--- src/hdl/tw8_map.vh ---
`ifndef TW8_MAP_VH
`define TW8_MAP_VH
// register byte offsets (AXI4-Lite, one word each)
`define TW8_CTRL_OFS 8'h00
`define TW8_CNT_OFS 8'h04
`define TW8_CMPA_OFS 8'h08
`define TW8_CMPB_OFS 8'h0c
`define TW8_FLAG_OFS 8'h10
`define TW8_STAT_OFS 8'h14
// control fields
`define TW8_CTRL_MODE_LSB 0
`define TW8_CTRL_ACTA_LSB 4
`define TW8_CTRL_ACTB_LSB 6
`define TW8_CTRL_FORCEA_BIT 8
`define TW8_CTRL_FORCEB_BIT 9
// flag bits
`define TW8_FLAG_OVF_BIT 0
`define TW8_FLAG_CMPA_BIT 1
`define TW8_FLAG_CMPB_BIT 2
// status bits
`define TW8_STAT_OUTA_BIT 0
`define TW8_STAT_OUTB_BIT 1
`define TW8_STAT_DOWN_BIT 2
// waveform modes
`define TW8_MODE_NORMAL 3'h0
`define TW8_MODE_PC_MAX 3'h1
`define TW8_MODE_CLEAR_ON_MATCH 3'h2
`define TW8_MODE_FAST_MAX 3'h3
`define TW8_MODE_PC_CMPA 3'h5
`define TW8_MODE_FAST_CMPA 3'h7
// counter extremes
`define TW8_MAX 8'hff
`define TW8_BOTTOM 8'h00
// axi responses
`define TW8_RESP_OKAY 2'h0
`define TW8_RESP_SLVERR 2'h2
`endif

--- src/hdl/tw8_timer.v ---
// Purpose: 8-bit timer waveform generator with two compare outputs
// Assumes: tick_en is a one-cycle timer clock enable from a prescaler
// Notes: registers over AXI4-Lite; compare outputs feed port pin logic
//
// The placing of the registers and the AXI4-Lite slave port were left to the implementer.
`include "tw8_map.vh"

module tw8_timer (
	// clock and reset
	input wire sys_clk,
	input wire resetn,
	// timer clock enable
	input wire tick_en,
	// port pin logic
	input wire port_data_a,
	input wire port_data_b,
	input wire compare_pin_direction_bit_a,
	input wire compare_pin_direction_bit_b,
	output reg pin_out_a,
	output reg pin_out_b,
	output wire pin_oe_a,
	output wire pin_oe_b,
	// axi4-lite write address
	input wire [7:0] s_axi_awaddr,
	input wire s_axi_awvalid,
	output wire s_axi_awready,
	// axi4-lite write data
	input wire [31:0] s_axi_wdata,
	input wire [3:0] s_axi_wstrb,
	input wire s_axi_wvalid,
	output wire s_axi_wready,
	// axi4-lite write response
	output reg [1:0] s_axi_bresp,
	output reg s_axi_bvalid,
	input wire s_axi_bready,
	// axi4-lite read address
	input wire [7:0] s_axi_araddr,
	input wire s_axi_arvalid,
	output wire s_axi_arready,
	// axi4-lite read data
	output reg [31:0] s_axi_rdata,
	output reg [1:0] s_axi_rresp,
	output reg s_axi_rvalid,
	input wire s_axi_rready
);

	reg [2:0] waveform_mode_select;
	reg [1:0] output_action_field_a;
	reg [1:0] output_action_field_b;
	reg [7:0] count_value;
	reg [7:0] compare_value_a;
	reg [7:0] compare_value_b;
	reg [7:0] cmp_buf_a;
	reg [7:0] cmp_buf_b;
	reg count_down;
	reg overflow_flag;
	reg compare_flag_a;
	reg compare_flag_b;
	reg compare_output_state_a;
	reg compare_output_state_b;
	reg block_match;
	reg aw_held;
	reg w_held;
	reg [7:0] aw_addr;
	reg [31:0] w_data;
	reg [3:0] w_strb;

	wire is_fast;
	wire is_pc;
	wire pwm;
	wire [7:0] top;
	wire at_top;
	wire match_a;
	wire match_b;
	wire wr_go;
	wire wr_ctrl;
	wire wr_cnt;
	wire wr_cmpa;
	wire wr_cmpb;
	wire wr_flag;
	wire force_a;
	wire force_b;
	wire [7:0] next_count;
	wire next_down;

	// output action: returns new state for a match event
	// kind: 0 plain match, 1 match counting down, 2 top of fast pwm
	function tw8_act;
		input [2:0] mode;
		input [1:0] act;
		input [1:0] kind;
		input cur;
		reg f;
		reg p;
		begin
			f = (mode == `TW8_MODE_FAST_MAX) ||
				(mode == `TW8_MODE_FAST_CMPA);
			p = (mode == `TW8_MODE_PC_MAX) ||
				(mode == `TW8_MODE_PC_CMPA);
			tw8_act = cur;
			if (act == 2'h0) begin
				tw8_act = cur;
			end else if (f) begin
				if (kind == 2'h2) begin
					if (act[1])
						tw8_act = ~act[0];
				end else if (act == 2'h1) begin
					tw8_act = ~cur;
				end else begin
					tw8_act = act[0];
				end
			end else if (p) begin
				if (act[1])
					tw8_act = (kind == 2'h1) ? ~act[0] : act[0];
				// action one reserved here
			end else if (mode == `TW8_MODE_NORMAL ||
				mode == `TW8_MODE_CLEAR_ON_MATCH) begin
				case (act)
				2'h1: tw8_act = ~cur;
				2'h2: tw8_act = 1'b0;
				2'h3: tw8_act = 1'b1;
				default: tw8_act = cur;
				endcase
			end else begin
				tw8_act = cur;
			end
		end
	endfunction

	// mode-only decode; action fields never enter the count path
	assign is_fast = (waveform_mode_select == `TW8_MODE_FAST_MAX) ||
		(waveform_mode_select == `TW8_MODE_FAST_CMPA);
	assign is_pc = (waveform_mode_select == `TW8_MODE_PC_MAX) ||
		(waveform_mode_select == `TW8_MODE_PC_CMPA);
	assign pwm = is_fast || is_pc;
	assign top = waveform_mode_select[2] ? compare_value_a : `TW8_MAX;
	assign at_top = (count_value == top);
	// a counter write masks matches for the next timer clock
	assign match_a = (count_value == compare_value_a) && !block_match;
	assign match_b = (count_value == compare_value_b) && !block_match;

	// counter sequencing
	// phase correct turns at top with no repeat of the top value,
	// so one period takes twice the top value in ticks
	assign next_down = is_pc ? (count_down ? (count_value != 8'h01) :
		at_top) : 1'b0;
	assign next_count =
		(waveform_mode_select == `TW8_MODE_CLEAR_ON_MATCH &&
		(count_value == compare_value_a)) ? `TW8_BOTTOM :
		(is_fast && at_top) ? `TW8_BOTTOM :
		(is_pc && (count_down || at_top)) ? count_value - 8'h01 :
		count_value + 8'h01;

	// axi write channels
	// a write needs address and data both held; a pending response
	// refuses new writes, so at most one answer is outstanding
	assign s_axi_awready = !aw_held && !s_axi_bvalid;
	assign s_axi_wready = !w_held && !s_axi_bvalid;
	assign s_axi_arready = !s_axi_rvalid;
	assign wr_go = aw_held && w_held && !s_axi_bvalid;
	assign wr_ctrl = wr_go && aw_addr == `TW8_CTRL_OFS;
	assign wr_cnt = wr_go && aw_addr == `TW8_CNT_OFS && w_strb[0];
	assign wr_cmpa = wr_go && aw_addr == `TW8_CMPA_OFS && w_strb[0];
	assign wr_cmpb = wr_go && aw_addr == `TW8_CMPB_OFS && w_strb[0];
	assign wr_flag = wr_go && aw_addr == `TW8_FLAG_OFS && w_strb[0];
	// force works only in non-pwm modes
	assign force_a = wr_ctrl && w_strb[1] && !pwm &&
		w_data[`TW8_CTRL_FORCEA_BIT];
	assign force_b = wr_ctrl && w_strb[1] && !pwm &&
		w_data[`TW8_CTRL_FORCEB_BIT];

	always @(posedge sys_clk or negedge resetn) begin
		if (!resetn) begin
			aw_held <= 1'b0;
			w_held <= 1'b0;
			aw_addr <= 8'h00;
			w_data <= 32'h0000_0000;
			w_strb <= 4'h0;
			s_axi_bvalid <= 1'b0;
			s_axi_bresp <= `TW8_RESP_OKAY;
			s_axi_rvalid <= 1'b0;
			s_axi_rresp <= `TW8_RESP_OKAY;
			s_axi_rdata <= 32'h0000_0000;
		end else begin
			if (s_axi_awvalid && s_axi_awready) begin
				aw_held <= 1'b1;
				aw_addr <= {s_axi_awaddr[7:2], 2'b00};
			end
			if (s_axi_wvalid && s_axi_wready) begin
				w_held <= 1'b1;
				w_data <= s_axi_wdata;
				w_strb <= s_axi_wstrb;
			end
			if (wr_go) begin
				aw_held <= 1'b0;
				w_held <= 1'b0;
				s_axi_bvalid <= 1'b1;
				s_axi_bresp <= (aw_addr <= `TW8_FLAG_OFS) ?
					`TW8_RESP_OKAY : `TW8_RESP_SLVERR;
			end else if (s_axi_bready) begin
				s_axi_bvalid <= 1'b0;
			end
			if (s_axi_arvalid && s_axi_arready) begin
				s_axi_rvalid <= 1'b1;
				s_axi_rresp <= `TW8_RESP_OKAY;
				case ({s_axi_araddr[7:2], 2'b00})
				`TW8_CTRL_OFS: s_axi_rdata <= {24'h000000,
					output_action_field_b, output_action_field_a,
					1'b0, waveform_mode_select};
				`TW8_CNT_OFS: s_axi_rdata <= {24'h000000, count_value};
				// in pwm modes software sees the buffer
				`TW8_CMPA_OFS: s_axi_rdata <= {24'h000000, cmp_buf_a};
				`TW8_CMPB_OFS: s_axi_rdata <= {24'h000000, cmp_buf_b};
				`TW8_FLAG_OFS: s_axi_rdata <= {29'h00000000,
					compare_flag_b, compare_flag_a, overflow_flag};
				// status shows the internal states, not the pins
				`TW8_STAT_OFS: s_axi_rdata <= {29'h00000000, count_down,
					compare_output_state_b, compare_output_state_a};
				default: begin
					s_axi_rdata <= 32'h0000_0000;
					s_axi_rresp <= `TW8_RESP_SLVERR;
				end
				endcase
			end else if (s_axi_rready) begin
				s_axi_rvalid <= 1'b0;
			end
		end
	end

	// timer core
	always @(posedge sys_clk or negedge resetn) begin
		if (!resetn) begin
			waveform_mode_select <= `TW8_MODE_NORMAL;
			output_action_field_a <= 2'h0;
			output_action_field_b <= 2'h0;
			count_value <= `TW8_BOTTOM;
			count_down <= 1'b0;
			compare_value_a <= 8'h00;
			compare_value_b <= 8'h00;
			cmp_buf_a <= 8'h00;
			cmp_buf_b <= 8'h00;
			overflow_flag <= 1'b0;
			compare_flag_a <= 1'b0;
			compare_flag_b <= 1'b0;
			compare_output_state_a <= 1'b0;
			compare_output_state_b <= 1'b0;
			block_match <= 1'b0;
		end else begin
			if (wr_ctrl && w_strb[0]) begin
				waveform_mode_select <= w_data[`TW8_CTRL_MODE_LSB +: 3];
				// takes effect at the next match, no retroactive action
				output_action_field_a <= w_data[`TW8_CTRL_ACTA_LSB +: 2];
				output_action_field_b <= w_data[`TW8_CTRL_ACTB_LSB +: 2];
			end
			if (wr_cmpa)
				cmp_buf_a <= w_data[7:0];
			if (wr_cmpb)
				cmp_buf_b <= w_data[7:0];
			// non-pwm: direct write, no double buffer
			if (wr_cmpa && !pwm)
				compare_value_a <= w_data[7:0];
			if (wr_cmpb && !pwm)
				compare_value_b <= w_data[7:0];
			// the block lasts until a tick passes, even with the timer
			// stopped, so a write equal to a compare value raises no flag
			if (wr_cnt)
				block_match <= 1'b1;
			else if (tick_en)
				block_match <= 1'b0;
			// force decodes the mode in effect before this write lands,
			// so mode and force in one write act in the old mode
			// forcing sets the state even with the pin not overridden
			if (force_a)
				compare_output_state_a <= tw8_act(waveform_mode_select,
					w_data[`TW8_CTRL_ACTA_LSB +: 2], 2'h0,
					compare_output_state_a);
			if (force_b)
				compare_output_state_b <= tw8_act(waveform_mode_select,
					w_data[`TW8_CTRL_ACTB_LSB +: 2], 2'h0,
					compare_output_state_b);
			if (tick_en && !wr_cnt) begin
				count_value <= next_count;
				count_down <= next_down;
				// buffered compare update at top (fast) or bottom (pc)
				if (pwm && ((is_fast && at_top) || (is_pc &&
					count_value == `TW8_BOTTOM))) begin
					compare_value_a <= cmp_buf_a;
					compare_value_b <= cmp_buf_b;
				end
				// a match on top outranks the set at top, so a compare
				// of max gives a constant level rather than a glitch
				if (match_a && !force_a)
					compare_output_state_a <= tw8_act(waveform_mode_select,
						output_action_field_a, {1'b0, count_down},
						compare_output_state_a);
				else if (is_fast && at_top && !force_a)
					compare_output_state_a <= tw8_act(waveform_mode_select,
						output_action_field_a, 2'h2,
						compare_output_state_a);
				if (match_b && !force_b)
					compare_output_state_b <= tw8_act(waveform_mode_select,
						output_action_field_b, {1'b0, count_down},
						compare_output_state_b);
				else if (is_fast && at_top && !force_b)
					compare_output_state_b <= tw8_act(waveform_mode_select,
						output_action_field_b, 2'h2,
						compare_output_state_b);
			end else if (wr_cnt) begin
				count_value <= w_data[7:0];
			end
			// flags: hardware set wins over software clear
			// phase correct overflow is taken on the last downward step
			if (tick_en && !wr_cnt && ((!pwm && next_count == `TW8_BOTTOM &&
				count_value == `TW8_MAX) ||
				(is_fast && at_top) ||
				(is_pc && count_down && count_value == 8'h01)))
				overflow_flag <= 1'b1;
			else if (wr_flag && w_data[`TW8_FLAG_OVF_BIT])
				overflow_flag <= 1'b0;
			// a match raises its flag on the tick that leaves the
			// matching count; a counter write on that tick suppresses it
			if (tick_en && !wr_cnt && match_a)
				compare_flag_a <= 1'b1;
			else if (wr_flag && w_data[`TW8_FLAG_CMPA_BIT])
				compare_flag_a <= 1'b0;
			if (tick_en && !wr_cnt && match_b)
				compare_flag_b <= 1'b1;
			else if (wr_flag && w_data[`TW8_FLAG_CMPB_BIT])
				compare_flag_b <= 1'b0;
		end
	end

	// pin override, independent of mode; direction from port
	// the pin value is registered, so an action change shows one clock
	// later on the pin, while the direction path has no delay
	assign pin_oe_a = compare_pin_direction_bit_a;
	assign pin_oe_b = compare_pin_direction_bit_b;
	always @(posedge sys_clk or negedge resetn) begin
		if (!resetn) begin
			pin_out_a <= 1'b0;
			pin_out_b <= 1'b0;
		end else begin
			pin_out_a <= (output_action_field_a != 2'h0) ?
				compare_output_state_a : port_data_a;
			pin_out_b <= (output_action_field_b != 2'h0) ?
				compare_output_state_b : port_data_b;
		end
	end

endmodule
--- config.mk ---
export PLATFORM = sky130hd
export DESIGN_NAME = tw8_timer
export DESIGN_NICKNAME = d
export VERILOG_FILES = /design/src/hdl/tw8_timer.v
export VERILOG_INCLUDE_DIRS = /design/src /design/src/hdl
export SDC_FILE = /design/constraint.sdc
export NUM_CORES = 1
export LEC_CHECK = 0
export BUFFER_PORTS_ARGS = -buffer_cell sky130_fd_sc_hd__buf_2
export CAP_MARGIN = 20
export CORE_MARGIN = 1.5
export CORE_UTILIZATION = 25
export DETAILED_ROUTE_END_ITERATION = 10
export SYNTH_ARGS = -nofsm -noshare
export SYNTH_HDL_FRONTEND = slang
export SYNTH_SLANG_ARGS = --single-unit
--- constraint.sdc ---
create_clock -name sys_clk -period 4.4 [get_ports sys_clk]
set_input_delay 0.44 -clock sys_clk [delete_from_list [all_inputs] [get_ports sys_clk]]
set_output_delay 0.44 -clock sys_clk [all_outputs]
set_load 0.01 [all_outputs]
==> impl_metrics.py, run 1 <==
metrics = {
    "run_status": {
        "status": "finished clean",
    },
    "floorplan": {
        "dieArea_mm2": 0.0225,
        "ioPinCount": 109,
        "num_rows": 53,
        "die_x_um": 150,
        "core-area_mm2": 0.0211,
        "initial_utilization_pct": 25.6,
        "die_h_um": 150,
    },
    "yosys": {
        "synth_top_area_share_pct": 40.8,
        "synth_top_area_cell": "dfrtp_1",
        "synth.area.top_cells": "dfrtp_1 (41%), mux2_2 (9.6%), mux2i_1 (6.7%), buf_4 (4.9%), a21oi_1 (4.2%)",
        "seq_area_frac_synth_pct": 40.8,
        "synth.most_common_cell": "dfrtp_1",
        "syn_inst": 553,
        "syn_area_mm2": 0.00540,
        "syn_avg_cell_area_um2": 9.77,
        "synth_commonest_cells": "dfrtp_1 (88), mux2_2 (46), a21oi_1 (45)",
        "synth.distinct_cells": 66,
        "yosysWarningCount": 0,
        "ys.flop_type": "dfrtp_1",
        "synth_seq_cells": 88,
        "synth-edff-count": 0,
        "async_flop_share_pct": 100,
    },
    "worst_setup_path": {
        "required_ns": 4.60,
        "crit_type": "reg2reg",
        "worstSetupEndpointType": "register",
        "worst-path-max-fanout": 32,
        "cp.arrival_ns": 3.00,
        "cp-start-kind": "register",
    },
    "finish": {
        "postLayoutCoreUtil_pct": 28.6,
        "fin_area_mm2": 0.00604,
        "synthToLayoutAreaGrowth_pct": 11.8,
        "final_nets": 645,
        "drive_above_1_share_pct": 22.6,
        "diodes": 0,
        "nFillCells": 2249,
    },
    "cts": {
        "htreeDepth": 3,
        "worstSkewPairLatency_ns": 0.34,
        "cts_sinks": 88,
        "postCtsSetupBuffers": 0,
        "ctsResizeCount": 0,
        "path_clk_slew_ns": 0.06,
        "cts_max_path_buffers": 2,
        "cts_buffers": 9,
        "hold_buffers": 0,
        "cts_tree": "yes",
        "root_buffer": "clkbuf_16",
    },
    "drt": {
        "firstDrtPassIters": 5,
        "first_iter_violations": 217,
        "wl_per_cell_um": 15.8,
        "via_count": 4065,
        "viasPerCell": 4.74,
        "route.detailed.drc": 0,
        "routed_wirelength_um": 13600,
        "ant_nets": 0,
    },
    "sta": {
        "slew_headroom_pct": 42.4,
        "rsz0062_at_grt": "false",
        "post-route-min-period_ns": 2.80,
        "worst_pin_slew_ns": 0.860,
        "holdWs_ns": 0.147,
        "fin_skew_ns": 0.00628,
        "report.final.slew_viol_count": 0,
        "hold_violations": 0,
        "fin_crit_sh_pct": 63.7,
        "setup_viol": 0,
        "fmax_mhz": 357,
        "tns_ns": 0,
        "worst_slack_ns": 1.60,
    },
    "pwr": {
        "power_density_mw_per_mm2": 578,
        "comb_power_share_pct": 32.6,
        "power_leakage_nw": 2.75,
        "internal_power_w": 0.00213,
        "vdd_drop_max_mv": 0.424,
        "switching_share_pct": 39.0,
        "p_seq_share_pct": 44.6,
        "pwr-share-clk_pct": 22.7,
        "p_switching_w": 0.00136,
    },
    "global_route": {
        "grt_max_degree": 56,
        "grt_pass1_vias": 3866,
        "antenna_found_initial": 0,
        "overflow": 0,
        "grt_pass1_wl_um": 21600,
        "track_usage_pct": 12.5,
    },
    "place": {
        "port_buffers": 50,
        "placed_area_mm2": 0.00572,
        "dp_hpwl_um": 9780,
        "place_congestion": 0.875,
        "dp_slack_ns": 1.61,
    },
    "min_path": {
        "min_path_type": "in2async",
    },
    "job": {
        "drv_cap": 0,
    },
}
[metal layers]
metal  vias up  part of all wire (%)  track usage (%)
met5         -                     0                0
met4         0                   2.4             5.15
met3        13                   3.3             1.74
met2        97                    49             20.7
met1      1995                    45             16.3
li1       1960                     -                -
[cells by family after synthesis]
logic type,Yosys count,share of synthesized area (%)
flip-flops,88,40.8
adder cells (fa/ha/maj),3,0.695
other,1,0.0694
buffers and inverters,83,8.50
multiplexers,86,17.9
AO/OA/AOI/OAI,101,11.8
XOR/XNOR,14,2.27
AND/OR/NAND/NOR,177,18.0
[worst max-delay path, stage by stage, from the launching register on]
cell and delay [ns]:
dfrtp_1 0.67, nor4bb_1 0.35, a22o_1 0.22, or2_1 0.17, nor4b_4 0.73, o21ai_2 0.07
buf_4 0.26, nor2_1 0.12, a21oi_1 0.06
[final timing paths]
path | start | to | slack, ns | cells after the start
max | count_value[0]$_DFFE_PN0P_ | compare_value_b[7]$_DFF_PN0_ | 1.60 | 8
min | resetn | aw_held$_DFFE_PN0P_ | 0.15 | 1
max reg2reg | count_value[0]$_DFFE_PN0P_ | compare_value_b[7]$_DFF_PN0_ | 1.60 | 8
min reg2reg | s_axi_rdata[6]$_DFFE_PN0P_ | s_axi_rdata[6]$_DFFE_PN0P_ | 0.48 | 2
max in group asynchronous | resetn | s_axi_rresp[1]$_DFFE_PN0P_ | 3.32 | 2
min in group sys_clk | s_axi_rready | s_axi_rvalid$_DFFE_PN0P_ | 0.27 | 2
[metrics by stage]
step | power (W) | instances
finish | 0.00349 | 858
global route | 0.00371 | 858
CTS | 0.00350 | 857
detailed placement | 0.00270 | 841
global placement | 0.00267 | 841
floorplan | 0.00235 | 578
[flip-flops by register name (all words and copies together) (netlist names), 2 cells and up]
register and cells:
s_axi_rdata 8, w_strb 2, cmp_buf_a 8, output_action_field_b 2
compare_value_b 8, aw_addr 6, compare_value_a 8, cmp_buf_b 8
waveform_mode_select 3, w_data 10, output_action_field_a 2, count_value 8
[placed cells by master, fill, tap and decap left out, drive strengths merged, types with 19 or more instances in the layout]
master | synthesis | layout
o21ai | 21 | 21
buf | 49 | 54
nand2 | 39 | 39
mux2i | 36 | 36
conb | 1 | 26
dfrtp | 88 | 88
nand3 | 19 | 19
a21oi | 45 | 45
nor2 | 40 | 40
mux2 | 46 | 46
[power by group through the flow]
| stage | Combinational (W) | Sequential, W | Clock (W) |
|---|---|---|---|
| 3_5_place_dp | 0.00114 | 0.00156 | 0 |
| 5_1_grt | 0.00127 | 0.00160 | 0.000843 |
| 6_report | 0.00114 | 0.00156 | 0.000792 |
| 3_3_place_gp | 0.00112 | 0.00155 | 0 |
| 2_1_floorplan | 0.00109 | 0.00126 | 0 |
| 4_1_cts | 0.00114 | 0.00155 | 0.000810 |
[cell type report]
type	instances	area (um2)	share of cell area, %
multi-input cells	407	2830	46.9
repair buffers	54	283	4.68
clock inverters	4	52.6	0.870
well taps	275	344	5.70
flip-flops and latches	88	2200	36.5
inverters	18	67.6	1.12
clock buffers	12	256	4.25
No activity file was read; power rests on OpenSTA's default activity.
==> run 2, diff against run 1 <==
==> constraint.sdc (replaced) <==
create_clock -name sys_clk -period 2.9 [get_ports sys_clk]
set_input_delay 0.29 -clock sys_clk [delete_from_list [all_inputs] [get_ports sys_clk]]
set_output_delay 0.29 -clock sys_clk [all_outputs]
set_load 0.01 [all_outputs]
==> impl_metrics.py, run 2 (synthesis gave the netlist of run 1 again) <==
metrics = {
    "run_status": {
        "status": "finished with violations",
        "violations": "negative hold slack",
    },
    "worst_setup_path": {
        "cp_top_family": "simple AND/OR/NAND/NOR gates",
        "required_ns": 3.14,
        "worst-path-max-fanout": 11,
        "worstSetupEndpointType": "register",
        "slowest_delay_ns": 0.59,
        "cp-start-kind": "register",
        "slowest_stage": "dfrtp_1",
        "cp.arrival_ns": 2.65,
        "critical_path.cell_chain": "inv_1 > nor3_1 > a21oi_1 > nor4b_4 > buf_4 > or2_2 > nor2_1 > a21bo_1",
        "crit_type": "reg2reg",
        "path_buf_inv": 2,
    },
    "finish": {
        "synthToLayoutAreaGrowth_pct": 12.8,
        "top_register": "w_data",
        "final_nets": 654,
        "final_common_cell": "dfrtp_1",
        "largest_register_ffs": 10,
        "final_cell_mix": "dfrtp_1 (88), buf_2 (49), mux2_2 (46)",
        "nFillCells": 2242,
        "diodes": 0,
        "drive_above_1_share_pct": 24.0,
        "layoutNonFillerInstCount": 867,
    },
    "pwr": {
        "power_density_mw_per_mm2": 860,
        "p_switching_w": 0.00209,
        "p_seq_share_pct": 44.4,
        "power_leakage_nw": 2.78,
        "switching_share_pct": 39.8,
        "comb_power_share_pct": 34.2,
        "vdd_drop_max_mv": 0.455,
        "pwr-share-clk_pct": 21.4,
        "internal_power_w": 0.00315,
        "power.total_w": 0.00524,
    },
    "cts": {
        "postCtsSetupBuffers": 0,
        "path_clk_slew_ns": 0.07,
        "hold_buffers": 0,
        "htreeDepth": 3,
        "cts_sinks": 88,
        "cts_tree": "yes",
        "root_buffer": "clkbuf_16",
        "ctsResizeCount": 0,
        "worstSkewPairLatency_ns": 0.35,
        "cts_max_path_buffers": 2,
        "cts_buffers": 9,
    },
    "drt": {
        "routed_wirelength_um": 13700,
        "first_iter_violations": 282,
        "firstDrtPassIters": 4,
        "ant_nets": 0,
        "wl_per_cell_um": 15.8,
        "via_count": 4109,
        "viasPerCell": 4.74,
        "route.detailed.drc": 0,
    },
    "global_route": {
        "grt_max_degree": 54,
        "grt_pass1_wl_um": 21900,
        "grt_pass1_vias": 3894,
        "overflow": 0,
        "antenna_found_initial": 0,
        "track_usage_pct": 12.6,
    },
    "place": {
        "port_buffers": 50,
        "place_congestion": 0.845,
        "dp_hpwl_um": 9980,
        "dp.cells": 851,
    },
    "sta": {
        "fin_skew_ns": 0.00679,
        "rsz0062_at_grt": "false",
        "slew_headroom_pct": 53.7,
        "worst_pin_slew_ns": 0.694,
        "post-route-min-period_ns": 2.41,
        "tns_ns": 0,
        "setup_viol": 0,
        "report.final.slew_viol_count": 0,
        "fmax_mhz": 415,
        "hold_violations": 5,
        "holdWs_ns": -0.00108,
        "fin_crit_sh_pct": 83.1,
    },
    "floorplan": {
        "num_rows": 53,
        "core-area_mm2": 0.0211,
        "ioPinCount": 109,
        "dieArea_mm2": 0.0225,
        "die_h_um": 150,
        "initial_utilization_pct": 25.6,
        "die_x_um": 150,
    },
    "job": {
        "drv_cap": 0,
    },
    "min_path": {
        "min_path_type": "in2async",
    },
}
==> run 2: cell count changes in the layout (fill, tap and decap cells not counted), sizes merged <==
cell / delta
clkinv: +1
clkbuf: -2
bufinv: -1
clkinvlp: +1
buf: +9
inv: +1
==> run 2: worst reg2reg max path: cells and delay by family, from the launching register on <==
kind / cells / cell delay, ns
and+or+nand+nor: 4 / 0.95
DFF: 1 / 0.59
buffers and inverters: 2 / 0.44
AOI/OAI and AO/OA: 2 / 0.34
==> run 2: final timing paths <==
path / slack, ns / cells past startpoint / start / endpoint
max: 0.49 / 8 / count_value[1]$_DFFE_PN0P_ / count_value[5]$_DFFE_PN0P_
min reg2reg: 0.48 / 2 / s_axi_rdata[7]$_DFFE_PN0P_ / s_axi_rdata[7]$_DFFE_PN0P_
min: -0.001 / 1 / resetn / w_strb[1]$_DFFE_PN0P_
min in group sys_clk: 0.11 / 2 / s_axi_rready / s_axi_rvalid$_DFFE_PN0P_
max reg2reg: 0.49 / 8 / count_value[1]$_DFFE_PN0P_ / count_value[5]$_DFFE_PN0P_
max in group asynchronous: 2.25 / 2 / resetn / cmp_buf_b[4]$_DFFE_PN0P_
==> run 2: metrics by stage <==
step	worst slack [ns]	hold slack [ns]	util [%]	instance area [um2]
after global routing	0.320	0.0566	28.9	6090
after global placement	0.536	0.388	27.5	5810
after detailed placement	0.535	0.389	27.5	5810
final	0.491	-0.00108	28.9	6090
after floorplan	0.889	-0.00559	-	5490
after CTS	0.495	0.0114	28.9	6090
==> run 2: layout make-up <==
| class | count | area, um2 | area share (%) |
|---|---|---|---|
| clock buffer | 10 | 239 | 3.92 |
| clock inverter | 6 | 43.8 | 0.719 |
| inverter | 18 | 67.6 | 1.11 |
| multi-input combinational | 407 | 2830 | 46.5 |
| sequential | 88 | 2200 | 36.1 |
| tap | 275 | 344 | 5.65 |
| timing repair buffer | 63 | 363 | 5.96 |
==> run 2: per-layer routing <==
layer	wire, um	global-route usage [%]
met5	0	0
met4	293	5.34
met3	600	1.68
met2	6550	19.9
met1	6280	17.2
==> run 2: power groups by stage <==
stage          clock network, W  logic, W  registers, W
2_1_floorplan                 0   0.00165       0.00191
3_3_place_gp                  0   0.00177       0.00232
3_5_place_dp                  0   0.00180       0.00234
4_1_cts                 0.00115   0.00180       0.00232
5_1_grt                 0.00120   0.00200       0.00240
6_report                0.00112   0.00179       0.00233
